==> src/rtl/gpt_pkg.sv <==
// Purpose: shared constants and types for the general purpose timer
// Assumes: 32-bit AHB-Lite register bus, one clock
// Notes: word offsets are byte addresses
package gpt_pkg;
	localparam logic [7:0] OFF_CTRL = 8'h00;
	localparam logic [7:0] OFF_PSC = 8'h04;
	localparam logic [7:0] OFF_ARR = 8'h08;
	localparam logic [7:0] OFF_CNT = 8'h0C;
	localparam logic [7:0] OFF_STAT = 8'h10;
	localparam logic [7:0] OFF_MASK = 8'h14;
	localparam logic [7:0] OFF_CHCFG = 8'h18;
	localparam logic [7:0] OFF_CCR0 = 8'h20;
	localparam int NCH = 4;
	localparam int CTRL_EN = 0;
	localparam int CTRL_MODE = 1;
	localparam int CTRL_FRZ = 3;
	localparam int CTRL_SRC = 4;
	localparam int CTRL_OPM = 6;
	localparam int ST_UPD = 0;
	localparam int ST_CC0 = 1;
	localparam logic [1:0] MODE_UP = 2'h0;
	localparam logic [1:0] MODE_DOWN = 2'h1;
	localparam logic [1:0] MODE_CTR = 2'h2;
	localparam logic [1:0] SRC_INT = 2'h0;
	localparam logic [1:0] SRC_ENC = 2'h1;
	localparam logic [1:0] SRC_TRG = 2'h2;
	localparam logic [1:0] SRC_HALL = 2'h3;
	localparam logic [2:0] CH_CAP = 3'h0;
	localparam logic [2:0] CH_CMP = 3'h1;
	localparam logic [2:0] CH_PWM = 3'h2;
	localparam logic [2:0] CH_OPM = 3'h3;
	localparam logic [31:0] ARR_RST = 32'hFFFFFFFF;
	typedef struct packed {
		logic [1:0] htrans;
		logic hwrite;
		logic [7:0] addr;
	} gpt_req_t;
endpackage : gpt_pkg

==> src/rtl/gpt_timer.sv <==
// Purpose: general purpose timer with prescaler, four channels, encoder and hall inputs
// Assumes: single clock clk, AHB-Lite slave with zero wait states
// Notes: WIDE selects 32 or 16 bit counter
`timescale 1ns/1ps
`default_nettype none
module gpt_timer import gpt_pkg::*; #(
	parameter bit WIDE = 1'b1
) (
	// clock and reset
	input wire logic clk,
	input wire logic rst_n,
	// AHB-Lite slave
	input wire logic hsel,
	input wire logic [7:0] haddr,
	input wire logic [1:0] htrans,
	input wire logic hwrite,
	input wire logic [2:0] hsize,
	input wire logic hready,
	input wire logic [31:0] hwdata,
	output logic [31:0] hrdata,
	output logic hreadyout,
	output logic hresp,
	// channel pins
	input wire logic [3:0] ch_in,
	output logic [3:0] ch_out,
	output logic [3:0] ch_oe_n,
	// system
	input wire logic dbg_halt,
	input wire logic trig_in,
	output logic trig_out,
	output logic [4:0] dma_req,
	output logic irq
);
	localparam logic [31:0] CMASK = WIDE ? 32'hFFFFFFFF : 32'h0000FFFF;
	gpt_req_t req;
	logic [31:0] ctrl, next_ctrl, arr, next_arr, cnt, next_cnt, chcfg, next_chcfg;
	logic [15:0] psc, next_psc, pcnt, next_pcnt;
	logic [4:0] stat, next_stat, mask, next_mask;
	logic [31:0] ccr [NCH];
	logic [31:0] next_ccr [NCH];
	logic [3:0] next_out;
	logic [3:0] ch_q;
	logic dir, next_dir, tick, upd, wr_ph, s1, s2, s3;
	logic [1:0] mode, src;
	logic [4:0] ev;
	logic [7:0] waddr;
	logic [31:0] rdata_n;

	function automatic logic [2:0] ch_mode(input logic [31:0] cfg, input int i);
		ch_mode = cfg[i*4 +: 3];
	endfunction : ch_mode

	assign mode = ctrl[CTRL_MODE +: 2];
	assign src = ctrl[CTRL_SRC +: 2];
	assign hreadyout = 1'b1;
	assign hresp = 1'b0;
	assign irq = |(stat & mask);
	assign dma_req = stat & mask;
	assign ch_out = ch_q;

	// pins are asynchronous: two flops before use, third for edges
	always_ff @(posedge clk or negedge rst_n) begin
		if (!rst_n) begin
			s1 <= 1'b0;
			s2 <= 1'b0;
			s3 <= 1'b0;
		end else begin
			s1 <= trig_in;
			s2 <= s1;
			s3 <= s2;
		end
	end

	logic [3:0] p1, p2, p3;
	always_ff @(posedge clk or negedge rst_n) begin
		if (!rst_n) begin
			p1 <= 4'h0;
			p2 <= 4'h0;
			p3 <= 4'h0;
		end else begin
			p1 <= ch_in;
			p2 <= p1;
			p3 <= p2;
		end
	end

	logic trg_s, trg_p, enc_a_e, enc_b_e, hall_e;
	assign trg_s = s2;
	assign trg_p = s3;
	assign enc_a_e = p2[0] ^ p3[0];
	assign enc_b_e = p2[1] ^ p3[1];
	assign hall_e = |(p2[2:0] ^ p3[2:0]);

	// prescaler tick; encoder and hall/trigger sources bypass the internal clock
	logic run, frozen;
	assign frozen = dbg_halt && ctrl[CTRL_FRZ];
	assign run = ctrl[CTRL_EN] && !frozen;
	always_comb begin
		next_pcnt = pcnt;
		tick = 1'b0;
		if (run) begin
			case (src)
				SRC_INT: begin
					if (pcnt >= psc) begin
						next_pcnt = 16'h0000;
						tick = 1'b1;
					end else begin
						next_pcnt = pcnt + 16'h0001;
					end
				end
				SRC_ENC: tick = enc_a_e || enc_b_e;
				SRC_TRG: tick = trg_s && !trg_p;
				SRC_HALL: tick = hall_e;
				default: tick = 1'b0;
			endcase
		end
	end

	// counter
	logic cnt_up;
	always_comb begin
		next_cnt = cnt;
		next_dir = dir;
		upd = 1'b0;
		case (src == SRC_ENC ? MODE_CTR : mode)
			MODE_UP: cnt_up = 1'b1;
			MODE_DOWN: cnt_up = 1'b0;
			default: cnt_up = !dir;
		endcase
		if (src == SRC_ENC) begin
			// phase: A edge with A==B means down
			cnt_up = enc_a_e ? (p2[0] != p2[1]) : (p2[0] == p2[1]);
		end
		if (tick) begin
			if (cnt_up) begin
				if (cnt >= (arr & CMASK)) begin
					upd = 1'b1;
					if (mode == MODE_CTR && src != SRC_ENC) begin
						next_dir = 1'b1;
						next_cnt = (cnt - 32'h1) & CMASK;
					end else begin
						next_cnt = 32'h0;
					end
				end else begin
					next_cnt = (cnt + 32'h1) & CMASK;
				end
			end else begin
				if (cnt == 32'h0) begin
					upd = 1'b1;
					if (mode == MODE_CTR && src != SRC_ENC) begin
						next_dir = 1'b0;
						next_cnt = 32'h1 & CMASK;
					end else begin
						next_cnt = arr & CMASK;
					end
				end else begin
					next_cnt = (cnt - 32'h1) & CMASK;
				end
			end
		end
	end
	assign trig_out = upd;

	// channels
	logic [3:0] cap_ev, cmp_ev;
	genvar gi;
	generate
		for (gi = 0; gi < NCH; gi++) begin : g_ch
			logic edge_in;
			assign edge_in = p2[gi] && !p3[gi];
			always_comb begin
				cap_ev[gi] = 1'b0;
				cmp_ev[gi] = 1'b0;
				next_ccr[gi] = ccr[gi];
				next_out[gi] = ch_q[gi];
				case (ch_mode(chcfg, gi))
					CH_CAP: begin
						if (edge_in) begin
							cap_ev[gi] = 1'b1;
							next_ccr[gi] = cnt;
						end
					end
					CH_CMP: begin
						if (tick && next_cnt == ccr[gi]) begin
							cmp_ev[gi] = 1'b1;
							next_out[gi] = !ch_q[gi];
						end
					end
					CH_PWM: begin
						next_out[gi] = next_cnt < ccr[gi];
						cmp_ev[gi] = tick && next_cnt == ccr[gi];
					end
					CH_OPM: begin
						next_out[gi] = (next_cnt >= ccr[gi]) && next_ctrl[CTRL_EN];
						cmp_ev[gi] = tick && next_cnt == ccr[gi];
					end
					default: next_out[gi] = 1'b0;
				endcase
			end
			assign ch_oe_n[gi] = (ch_mode(chcfg, gi) == CH_CAP);
		end
	endgenerate
	assign ev = {cap_ev | cmp_ev, upd};

	// bus
	always_ff @(posedge clk or negedge rst_n) begin
		if (!rst_n) begin
			req <= '0;
		end else if (hready) begin
			req <= '{htrans: (hsel ? htrans : 2'h0), hwrite: hwrite, addr: haddr};
		end
	end
	assign wr_ph = req.htrans[1] && req.hwrite;
	assign waddr = req.addr;

	always_comb begin
		next_ctrl = ctrl;
		next_psc = psc;
		next_arr = arr;
		next_chcfg = chcfg;
		next_mask = mask;
		next_stat = stat;
		if (wr_ph) begin
			case (waddr)
				OFF_CTRL: next_ctrl = hwdata & 32'h0000007F;
				OFF_PSC: next_psc = hwdata[15:0];
				OFF_ARR: next_arr = hwdata & CMASK;
				OFF_CHCFG: next_chcfg = hwdata & 32'h00007777;
				OFF_MASK: next_mask = hwdata[4:0];
				OFF_STAT: next_stat = stat & ~hwdata[4:0];
				default: next_stat = stat;
			endcase
		end
		// one-pulse: stop the counter at the update
		if (upd && ctrl[CTRL_OPM]) begin
			next_ctrl[CTRL_EN] = 1'b0;
		end
		// set wins over write-one-to-clear
		next_stat = next_stat | ev;
	end

	always_comb begin
		case (req.addr)
			OFF_CTRL: rdata_n = ctrl;
			OFF_PSC: rdata_n = {16'h0000, psc};
			OFF_ARR: rdata_n = arr;
			OFF_CNT: rdata_n = cnt;
			OFF_STAT: rdata_n = {27'h0, stat};
			OFF_MASK: rdata_n = {27'h0, mask};
			OFF_CHCFG: rdata_n = chcfg;
			OFF_CCR0: rdata_n = ccr[0];
			OFF_CCR0 + 8'h04: rdata_n = ccr[1];
			OFF_CCR0 + 8'h08: rdata_n = ccr[2];
			OFF_CCR0 + 8'h0C: rdata_n = ccr[3];
			default: rdata_n = 32'h0;
		endcase
	end
	assign hrdata = rdata_n;

	always_ff @(posedge clk or negedge rst_n) begin
		if (!rst_n) begin
			ctrl <= 32'h0;
			psc <= 16'h0000;
			arr <= ARR_RST;
			cnt <= 32'h0;
			chcfg <= 32'h0;
			stat <= 5'h00;
			mask <= 5'h00;
			pcnt <= 16'h0000;
			dir <= 1'b0;
			ch_q <= 4'h0;
			for (int i = 0; i < NCH; i++) begin
				ccr[i] <= 32'h0;
			end
		end else begin
			ctrl <= next_ctrl;
			psc <= next_psc;
			arr <= next_arr;
			cnt <= (wr_ph && waddr == OFF_CNT) ? (hwdata & CMASK) : next_cnt;
			chcfg <= next_chcfg;
			stat <= next_stat;
			mask <= next_mask;
			pcnt <= next_pcnt;
			dir <= next_dir;
			ch_q <= next_out;
			for (int i = 0; i < NCH; i++) begin
				if (wr_ph && waddr == OFF_CCR0 + 8'(i * 4)) begin
					ccr[i] <= hwdata & CMASK;
				end else begin
					ccr[i] <= next_ccr[i];
				end
			end
		end
	end

	// checks
	a_irq_gate: assert property (@(posedge clk) disable iff (!rst_n)
		((|(ev & mask)) && !(wr_ph && waddr == OFF_MASK)) |=> irq)
		else $error("enabled event did not raise irq");
	a_up_wrap: assert property (@(posedge clk) disable iff (!rst_n)
		(tick && mode == MODE_UP && src == SRC_INT && cnt >= arr && !wr_ph) |=> cnt == 32'h0)
		else $error("up overflow did not reload zero");
	a_dn_reload: assert property (@(posedge clk) disable iff (!rst_n)
		(tick && mode == MODE_DOWN && src == SRC_INT && cnt == 32'h0 && !wr_ph)
		|=> cnt == (arr & CMASK)) else $error("down underflow reload wrong");
	a_upd_flag: assert property (@(posedge clk) disable iff (!rst_n)
		upd |=> stat[ST_UPD]) else $error("update flag not set");
	a_freeze_hold: assert property (@(posedge clk) disable iff (!rst_n)
		(frozen && !wr_ph) |=> $stable(cnt)) else $error("counter moved while frozen");
	a_psc_idle: assert property (@(posedge clk) disable iff (!rst_n)
		(run && src == SRC_INT && pcnt < psc) |-> !tick) else $error("early tick");
	a_narrow_cnt: assert property (@(posedge clk) disable iff (!rst_n)
		(cnt & ~CMASK) == 32'h0) else $error("counter exceeds width");
	a_cap_load: assert property (@(posedge clk) disable iff (!rst_n)
		(cap_ev[0] && !(wr_ph && waddr == OFF_CCR0)) |=> (ccr[0] == $past(cnt)) && stat[ST_CC0])
		else $error("capture not loaded");
	a_dma_req: assert property (@(posedge clk) disable iff (!rst_n)
		(upd && mask[0] && !(wr_ph && waddr == OFF_MASK)) |=> dma_req[0])
		else $error("update dma request missing");
	a_trig_out: assert property (@(posedge clk) disable iff (!rst_n)
		trig_out |-> tick) else $error("trigger out without a counter step");
	a_ctr_turn: assert property (@(posedge clk) disable iff (!rst_n)
		(tick && mode == MODE_CTR && src == SRC_INT && !dir && cnt >= arr && !wr_ph)
		|=> dir && (cnt == $past(cnt) - 32'h1)) else $error("centre count did not turn");
endmodule : gpt_timer
`default_nettype wire

==> config.mk <==
export PLATFORM = sky130hd
export DESIGN_NAME = gpt_timer
export DESIGN_NICKNAME = d
export VERILOG_FILES = /design/src/rtl/gpt_pkg.sv /design/src/rtl/gpt_timer.sv
export SDC_FILE = /design/constraint.sdc
export NUM_CORES = 1
export LEC_CHECK = 0
export BUFFER_PORTS_ARGS = -buffer_cell sky130_fd_sc_hd__buf_2
export CORE_UTILIZATION = 51
export DETAILED_ROUTE_END_ITERATION = 10
export GPL_ROUTABILITY_DRIVEN = 0
export PLACE_DENSITY = 0.68
export SYNTH_ARGS = -nofsm -noshare
export SYNTH_HDL_FRONTEND = slang
export SYNTH_SLANG_ARGS = --single-unit
export TNS_END_PERCENT = 30
==> constraint.sdc <==
create_clock -name clk -period 10.5 [get_ports clk]
set_input_delay 2.1 -clock clk [delete_from_list [all_inputs] [get_ports clk]]
set_output_delay 2.1 -clock clk [all_outputs]
set_load 0.01 [all_outputs]
# Word-level counts from Yosys, hierarchy flattened
# Cells that the tools add are included.
# word_totals
reg_bits	284
inputBits	56
wordCells	231
# op_classes
addsub	3
magnitude_cmp	10
n_eq_ne	39
n_mux	67
bitwise_logic	12
reduce_logical	73
# op_table
cell	n
32-bit two-way mux	19
32-bit one-hot mux with 11 select lines	1
32-bit >= comparator	5
32-bit equality test	4
32-bit less-than comparator	4
32-bit by 1-bit adder with 32-bit output, second input constant	1
8-bit by 6-bit equality test with 1-bit output, second input constant	4
32-bit logical NOT	1
1-bit two-way mux	32
32-bit by 1-bit subtractor with 32-bit output, second input constant	1
2-bit AND reduction	14
3-bit by 2-bit equality test with 1-bit output, second input constant	8
8-bit by 5-bit equality test with 1-bit output, second input constant	3
1-bit logical AND	23
1-bit one-hot mux with 4 select lines	5
2-bit nonzero test	9
16-bit by 1-bit adder with 16-bit output, second input constant	1
8-bit by 4-bit equality test with 1-bit output, second input constant	2
16-bit >= comparator	1
16-bit two-way mux	1
3-bit by 1-bit equality test with 1-bit output, second input constant	4
3-bit logical NOT	4
1-bit logical NOT	11
5-bit AND	2
other kinds (23)	44

# Logic depth before layout (Yosys ltp)
# Gate-level depths: netlist of run 1.
# logic_depth
word_depth	13
mapped_depth	22

# Worst setup path after synthesis of run 1
# OpenSTA, ideal clock, no wires.
# synth_timing
path_kind	input to register
from	input port dbg_halt
to	register ch_q[0] (netlist: ch_out[0])
setup_ns	0.132
arrival_ns	5.443
required_ns	10.368
slack_ns	4.925
stages	17
n_path_buf	2
path_cell_list	nand2_1 and2_1 o21ai_1 or2_2 clkbuf_1 clkbuf_1 a2bb2oi_1 nand2_1 ha_1 nand4_1 nor3_1 and3_1 nor3b_1 nor3b_1 mux2_2 nand2_1 a31oi_1
# synth_via
elab_chain_cells	9
word_cells_on_any_way	16
cone_classes	order compare (2); eq/ne (2); mux (5); reduce/logical (7)
# synth_lines
item	line_no	source
from (decl)	gpt_timer.sv:28	input wire logic dbg_halt,
1-bit logical AND (*)	gpt_timer.sv:96	assign frozen = dbg_halt && ctrl[CTRL_FRZ];
1-bit logical NOT (*)	gpt_timer.sv:97	assign run = ctrl[CTRL_EN] && !frozen;
1-bit logical AND (*)	gpt_timer.sv:97	
1-bit two-way mux (*)	gpt_timer.sv:101	if (run) begin
branches (longest 5 deep; another with 32-bit >= comparator)	n/a	
to (signal assigned)	gpt_timer.sv:285	ch_q <= next_out;
to (decl)	gpt_timer.sv:42	logic [3:0] ch_q;
# Every way passes the cells marked *.
# A chain may end at the register's enable or synchronous reset.

# Worst setup path after layout of run 1
# layout_timing
from	register cnt[23]
to	register ch_q[1] (netlist: ch_out[1])
# layout_via
elab_chain_cells	9
word_cells_on_any_way	23
cone_classes	add/sub (2); order compare (3); eq/ne (2); mux (11); reduce/logical (5)
# layout_lines
item	line_no	source
from (decl)	gpt_timer.sv:36	logic [31:0] ctrl, next_ctrl, arr, next_arr, cnt, next_cnt, chcfg, next_chcfg;
from (signal assigned)	gpt_timer.sv:279	cnt <= (wr_ph && waddr == OFF_CNT) ? (hwdata & CMASK) : next_cnt;
branches (longest 9 deep; another with 32-bit by 1-bit subtractor with 32-bit output)	n/a	
# Several ways; the timed one is not identified.

==> reports/qor.csv, run 1 <==
stage,metric,value,unit
cts,cts_setup_buffers,0,
setup_path,required,10940,ps
cts,path_clk_slew,70,ps
synthesis,avgSynthCellArea,8.370,um2
timing,fin_worst_hold_slack,347.8,ps
grt,antenna_found_initial,2,
synthesis,ys_async_sr_fraction,1.000,
layout,layout_common_cells,"342 x nor2_1, 311 x a21oi_1, 251 x dfrtp_1, 195 x inv_1, 182 x ha_1",
placement,place_ws,3488,ps
layout,nets,2723,
cts,post_cts_hold_buffer_count,0,
timing,tightest_slew,1318,ps
run,maxCapViolCount,0,
drt,drt_iter0_drc,2406,
floorplanning,dieWidth,203.5,um
placement,port_buffers,98,
layout,layoutNonFillerInstCount,3037,
timing,finalWorstSetupSlack,2936,ps
drt,viasPerCell,6.567,
drt,drt_wl_total,75.63,mm
grt,grt.overflow.total,0,
timing,fin_crit_sh,0.7204,
pwr,p_comb_frac,0.430,
grt,grt_max_degree,80,
setup_path,cp-end-kind,flop,
timing,skew,19.69,ps
setup_path,cp-start-kind,flop,
timing,layout_min_cycle_time,7564,ps
worst_hold_path,hold_class,flop to flop,
synthesis,synth-main-ff-cell,dfrtp_1,
pwr,cell_internal_pwr,0.003001,W
layout,drive_gt1_frac,0.1390,
synthesis,syn-instance-count,2474,
synthesis,synth_nets,2712,
grt,grt_pass1_vias,19305,
pwr,pwr-share-clk,0.237,
floorplanning,std_cell_rows,73,
setup_path,worstPathMaxFanout,24,
pwr,peakVddDrop,0.1272,mV
floorplanning,coreArea,0.03991,mm2
layout,num-fill-cells,3544,
timing,final-hold-violation-count,0,
timing,max_freq,0.1322,GHz
layout,mostFrequentLayoutCell,nor2_1,
placement,dp_cells,2973,
cts,htreeDepth,2,
outcome,status,"finished, final reports clean",
synthesis,ys_ff_latch,283,
timing,relSlewSlack,0.1133,
synthesis,synth_edf_count,0,
floorplanning,num_io_pins,105,
synthesis,ys_warn_count,0,
floorplanning,die-area,0.04141,mm2
drt,drtPass1Iterations,6,
drt,route.detailed.drc,0,
synthesis,seq_area_frac_synth,0.3439,
pwr,p_switching,0.002292,W
layout,seqCellArea,0.007122,mm2
cts,cts_tree,done,
synthesis,netlist-cell-type-count,83,
setup_path,cp_data_arrival_time,8000,ps
pwr,power.share.switching,0.4331,
timing,setup-tns-final,0,ps
cts,worstSkewPairLatency,570,ps
drt,routedWlPerCell,24.90,um
layout,utilization,0.5696,
cts,cts_buffer_depth,3,
floorplanning,die_height,203.5,um
timing,setup_viol,0,
cts,numClockSinks,283,
synthesis,syn_area,0.02071,mm2
floorplanning,start_util,0.5188,
drt,num_vias,19943,
layout,multi_input_area,0.01233,mm2
pwr,seqPwrFrac,0.333,
pwr,powerDensity,232.8,mW/mm2
cts,ctsResizeCount,0,
timing,rsz0062_at_grt,false,
placement,dp_hpwl,51.26,mm
cts,cts_buffers,35,
pwr,p_leak,10.45,nW
grt,grt_pass1_wl,115.0,mm
setup_path,crit_type,flop to flop,
layout,syn_to_final_growth,9.801,%
grt,grt_use_total,0.3651,
drt,ant_nets,0,
cts,cts_root_buf,clkbuf_16,
timing,slew_violations,0,
-- metrics by stage --
stage	total power, W	instance area (um2)
global placement	0.003863	21580
finish	0.005293	22740
global route	0.005609	22740
detailed placement	0.003940	21580
floorplan	0.003211	20710
CTS	0.005209	22730
-- critical path: stages (launching register included) --
cell and delay (ps):
dfrtp_1 720, ha_1 360, a21oi_1 140, o21ai_0 190, a221oi_1 600, nand2_1 740
nor2_1 860, nor3_1 140, o31ai_1 270, o311ai_0 450, ha_1 480, nand4_1 100
nor4_1 1060, nand4_1 460, nor3_1 260, nor3b_1 70, a2111oi_0 410, a21oi_1 130
-- Yosys cell counts (16+ instances only) --
cell / count / area [um2]
nand2b_1: 16 / 100.1
dfstp_2: 32 / 840.8
ha_1: 182 / 2277
a221oi_1: 23 / 201.4
mux2i_1: 32 / 320.3
nor3_1: 50 / 250.2
xor2_1: 19 / 166.4
clkbuf_1: 133 / 499.2
o21ai_0: 67 / 335.3
nor2_1: 349 / 1310
o211ai_1: 20 / 150.1
nor4_1: 19 / 118.9
mux2_2: 99 / 1115
a31oi_1: 22 / 137.6
nand4_1: 60 / 375.4
and3_1: 17 / 106.4
a22o_1: 19 / 166.4
a22oi_1: 86 / 645.6
a21oi_1: 312 / 1562
a21o_1: 39 / 292.8
nand3_1: 67 / 335.3
inv_1: 195 / 732.0
dfrtp_1: 251 / 6281
nand2_1: 116 / 435.4
-- power groups by stage --
| stage | logic, W | clock network (W) | registers (W) |
|---|---|---|---|
| floorplan | 0.00168 | 0 | 0.00153 |
| global placement | 0.00211 | 0 | 0.00175 |
| detailed placement | 0.00218 | 0 | 0.00176 |
| CTS | 0.00220 | 0.00126 | 0.00174 |
| global route | 0.00251 | 0.00130 | 0.00180 |
| finish | 0.00228 | 0.00125 | 0.00176 |
-- path summary, 6_finish.rpt --
path	from	endpoint	depth (start not counted)	slack (ps)
setup / recovery	cnt[23]	ch_out[1]	17	2940
hold / removal	p1[3]	p2[3]	0	350
setup reg to reg	cnt[23]	ch_out[1]	17	2940
hold reg to reg	p1[3]	p2[3]	0	350
max in group asynchronous	rst_n	cnt[21]	2	7510
min in group asynchronous	rst_n	ccr[47]	1	1530
-- layer usage --
metal,wire length (um),up-vias,track usage
li1,-,8961,-
met4,3703,2,0.1729
met2,32630,1230,0.5463
met5,12,-,0
met3,8969,252,0.08581
met1,30320,9498,0.4967
-- registers in the layout (all words and copies together), names as in the netlist, 5 cells and up --
register and count:
chcfg 12, pcnt 16, mask 5, ctrl 7, waddr 8, arr 32
cnt 32, psc 16, stat 5, ccr 128
-- cell type report --
type,instances,share of cell area
multi-input combinational,1840,0.5422
sequential,283,0.3132
clock buffer,53,0.04413
timing repair buffer,130,0.03258
inverter,195,0.03219
tap,525,0.02889
clock inverter,10,0.006714
antenna,1,0.0001101
-- logic make-up after synthesis --
group | after synthesis | synth area share
compound gates | 715 | 0.2207
xor+xnor | 35 | 0.01547
fa+ha+maj | 182 | 0.1100
buf+inv | 351 | 0.06465
flops | 283 | 0.3439
mux | 132 | 0.06997
other cells | 2 | 0.0003627
simple gates | 774 | 0.1750
(Power assumes the default switching activity.)
==> run 2: changes to the inputs <==
--- a/config.mk
+++ b/config.mk
@@ -9,7 +9,7 @@
 export CORE_UTILIZATION = 51
 export DETAILED_ROUTE_END_ITERATION = 10
 export GPL_ROUTABILITY_DRIVEN = 0
-export PLACE_DENSITY = 0.68
+export PLACE_DENSITY = 0.71
 export SYNTH_ARGS = -nofsm -noshare
 export SYNTH_HDL_FRONTEND = slang
 export SYNTH_SLANG_ARGS = --single-unit
==> constraint.sdc (replaced) <==
create_clock -name clk -period 6.2 [get_ports clk]
set_input_delay 1.24 -clock clk [delete_from_list [all_inputs] [get_ports clk]]
set_output_delay 1.24 -clock clk [all_outputs]
set_load 0.01 [all_outputs]
==> reports/qor.csv, run 2 (synthesis gave the netlist of run 1 again) <==
stage,metric,value,unit,change
cts,numClockSinks,283,,unchanged
floorplanning,die_height,203.5,um,unchanged
timing,max_freq,0.1637,GHz,was 0.1322 GHz
setup_path,cp-start-kind,flop,,unchanged
timing,setup-tns-final,0,ps,unchanged
drt,num_vias,20313,,was 19943
floorplanning,std_cell_rows,73,,unchanged
grt,grt_pass1_vias,19466,,was 19305
setup_path,crit_chain,inv_1 -> ha_1 -> nand4_1 -> nor4_1 -> buf_4 -> nand4_1 -> a21o_1 -> buf_4 -> a21oi_1 -> a22oi_1 -> a221o_1 -> a31oi_1 -> buf_4 -> ha_1 -> and3_1 -> nand4_1 -> o31ai_1 -> o31ai_1 -> buf_4 -> o211ai_1 -> buf_4 -> o31a_1 -> a221oi_1,,was ha_1 -> a21oi_1 -> o21ai_0 -> a221oi_1 -> nand2_1 -> nor2_1 -> nor3_1 -> o31ai_1 -> o311ai_0 -> ha_1 -> nand4_1 -> nor4_1 -> nand4_1 -> nor3_1 -> nor3b_1 -> a2111oi_0 -> a21oi_1
grt,grt.overflow.total,0,,unchanged
timing,layout_min_cycle_time,6107,ps,was 7564 ps
timing,fin_crit_sh,0.9850,,was 0.7204
pwr,powerDensity,397.0,mW/mm2,was 232.8 mW/mm2
run,maxCapViolCount,0,,unchanged
pwr,p_leak,10.85,nW,was 10.45 nW
floorplanning,coreArea,0.03991,mm2,unchanged
cts,htreeDepth,2,,unchanged
setup_path,cp_data_arrival_time,6570,ps,was 8000 ps
cts,worstSkewPairLatency,590,ps,was 570 ps
timing,relSlewSlack,0.2851,,was 0.1133
cts,cts_root_buf,clkbuf_16,,unchanged
pwr,p_switching,0.003979,W,was 0.002292 W
pwr,pwr-share-clk,0.234,,was 0.237
setup_path,reg2regPathDepth,23,,was 17
timing,tightest_slew,1058,ps,was 1318 ps
drt,viasPerCell,6.532,,was 6.567
layout,num-fill-cells,3519,,was 3544
timing,final-hold-violation-count,0,,unchanged
setup_path,crit_path_end,ch_out[3],,was ch_out[1]
drt,ant_nets,0,,unchanged
grt,grt_max_degree,102,,was 80
placement,port_buffers,98,,unchanged
pwr,power.share.switching,0.4287,,was 0.4331
setup_path,crit_top_cell,buf_4,,
floorplanning,num_io_pins,105,,unchanged
grt,grt_use_total,0.3648,,was 0.3651
cts,cts_buffer_depth,3,,unchanged
layout,mostFrequentLayoutCell,nor2_1,,unchanged
layout,layout_common_cells,"341 x nor2_1, 311 x a21oi_1, 251 x dfrtp_1, 195 x inv_1, 182 x ha_1",,"was 342 x nor2_1, 311 x a21oi_1, 251 x dfrtp_1, 195 x inv_1, 182 x ha_1"
outcome,status,"finished, final reports clean",,unchanged
placement,dp_hpwl,53.65,mm,was 51.26 mm
pwr,p_comb_frac,0.469,,was 0.430
floorplanning,start_util,0.5188,,unchanged
setup_path,cpPeakStageDelay,570,ps,was 1060 ps
setup_path,cp-end-kind,flop,,unchanged
cts,cts_setup_buffers,0,,unchanged
timing,setup_viol,0,,unchanged
pwr,cell_internal_pwr,0.005302,W,was 0.003001 W
layout,reg.largest.list,"ccr x128, arr x32, cnt x32",,unchanged
floorplanning,die-area,0.04141,mm2,unchanged
setup_path,reg2reg_slack,90,ps,was 2940 ps
setup_path,worstPathMaxFanout,9,,was 24
drt,drt_iter0_drc,2600,,was 2406
drt,drtPass1Iterations,6,,unchanged
floorplanning,dieWidth,203.5,um,unchanged
layout,largest_reg_flops,128,,unchanged
grt,grt_pass1_wl,114.8,mm,was 115.0 mm
timing,rsz0062_at_grt,true,,was false
grt,antenna_found_initial,2,,unchanged
pwr,seqPwrFrac,0.297,,was 0.333
layout,finish.instance_area,0.02338,mm2,was 0.02274 mm2
setup_path,setup.worst_path.start,arr[29],,was cnt[23]
cts,cts_tree,done,,unchanged
layout,antenna_cells,0,,was 1
cts,post_cts_hold_buffer_count,0,,unchanged
setup_path,required,6670,ps,was 10940 ps
worst_hold_path,hold_class,flop to flop,,unchanged
layout,drive_gt1_frac,0.1671,,was 0.1390
drt,drt_wl_total,75.65,mm,was 75.63 mm
setup_path,cpMaxStageDelayCell,dfstp_2,,was nor4_1
drt,route.detailed.drc,0,,unchanged
layout,nets,2796,,was 2723
pwr,peakVddDrop,0.3582,mV,was 0.1272 mV
layout,utilization,0.5857,,was 0.5696
cts,cts_buffers,35,,unchanged
layout,largest_register,ccr,,unchanged
setup_path,crit_type,flop to flop,,unchanged
drt,routedWlPerCell,24.32,um,was 24.90 um
timing,skew,34.83,ps,was 19.69 ps
timing,slew_violations,0,,unchanged
setup_path,r2r-start,arr[29],,was cnt[23]
layout,syn_to_final_growth,12.90,%,was 9.801%
placement,placed_area,0.02215,mm2,was 0.02158 mm2
setup_path,r2r-end,ch_out[3],,was ch_out[1]
cts,path_clk_slew,60,ps,was 70 ps
## run 2: cell count changes in the layout (fill, tap and decap cells not counted), moves of 2 or more
cell	delta
buf_4	+70
clkbuf_1	-5
clkinv_2	+4
buf_12	+3
clkbuf_8	+2
## run 2: per-stage QoR
step	worst slack (ps)	instances	power [W]	hold slack, ps
after floorplan	1360	2474	0.005439	331.2
after global placement	149.1	3046	0.006752	333.6
after detailed placement	124.8	3046	0.006902	335.8
after CTS	95.76	3110	0.009094	348.5
after global routing	-48.57	3110	0.009810	349.9
final	93.01	3110	0.009281	345.2
## run 2: area by class of cell
class                           count  area, um2  area share
Clock buffer                       50       1012     0.04330
Clock inverter                     14      187.7    0.008028
Inverter                          195      732.0     0.03131
Multi-Input combinational cell   1840      12340      0.5279
Sequential cell                   283       7122      0.3046
Tap cell                          525      656.9     0.02810
Timing Repair Buffer              203       1326     0.05673
## run 2: power groups by stage
stage	Clock, W	Combinational [W]	Sequential, W
6_report	0.00217	0.00435	0.00276
3_5_place_dp	0	0.00414	0.00277
5_1_grt	0.00227	0.00474	0.00281
4_1_cts	0.00218	0.00417	0.00274
2_1_floorplan	0	0.00284	0.00259
3_3_place_gp	0	0.00401	0.00275
## run 2: worst min path at each step
stage,from,end,slack (ps),cells past startpoint
5_1_grt,p1[1],p2[1],350,0
3_3_place_gp,p1[1],p2[1],330,0
4_1_cts,p1[1],p2[1],350,0
6_report,p1[1],p2[1],350,0
2_1_floorplan,p1[0],p2[0],330,0
3_5_place_dp,p1[1],p2[1],340,0
## run 2: routing by layer
layer | global-route usage | vias up | wire length [um]
li1 | - | 9106 | -
met1 | 0.4882 | 9627 | 29930
met2 | 0.5356 | 1282 | 31990
met3 | 0.1040 | 294 | 9577
met4 | 0.1874 | 4 | 4119
met5 | 0 | - | 27
## run 2: worst max-delay path: cells and delay by family, from the launching register on
| family | cells | cell delay (ps) |
|---|---|---|
| AOI/OAI and AO/OA | 10 | 2710 |
| and+or+nand+nor | 5 | 1230 |
| DFF | 1 | 570 |
| buffers and inverters | 6 | 970 |
| adders and majority gates | 2 | 520 |
## run 2: timing repair
item | CTS | global route
gates resized for setup | 0 | 8
setup endpoints to repair | 0 | 4
endpoints found under the hold margin | 0 | 0
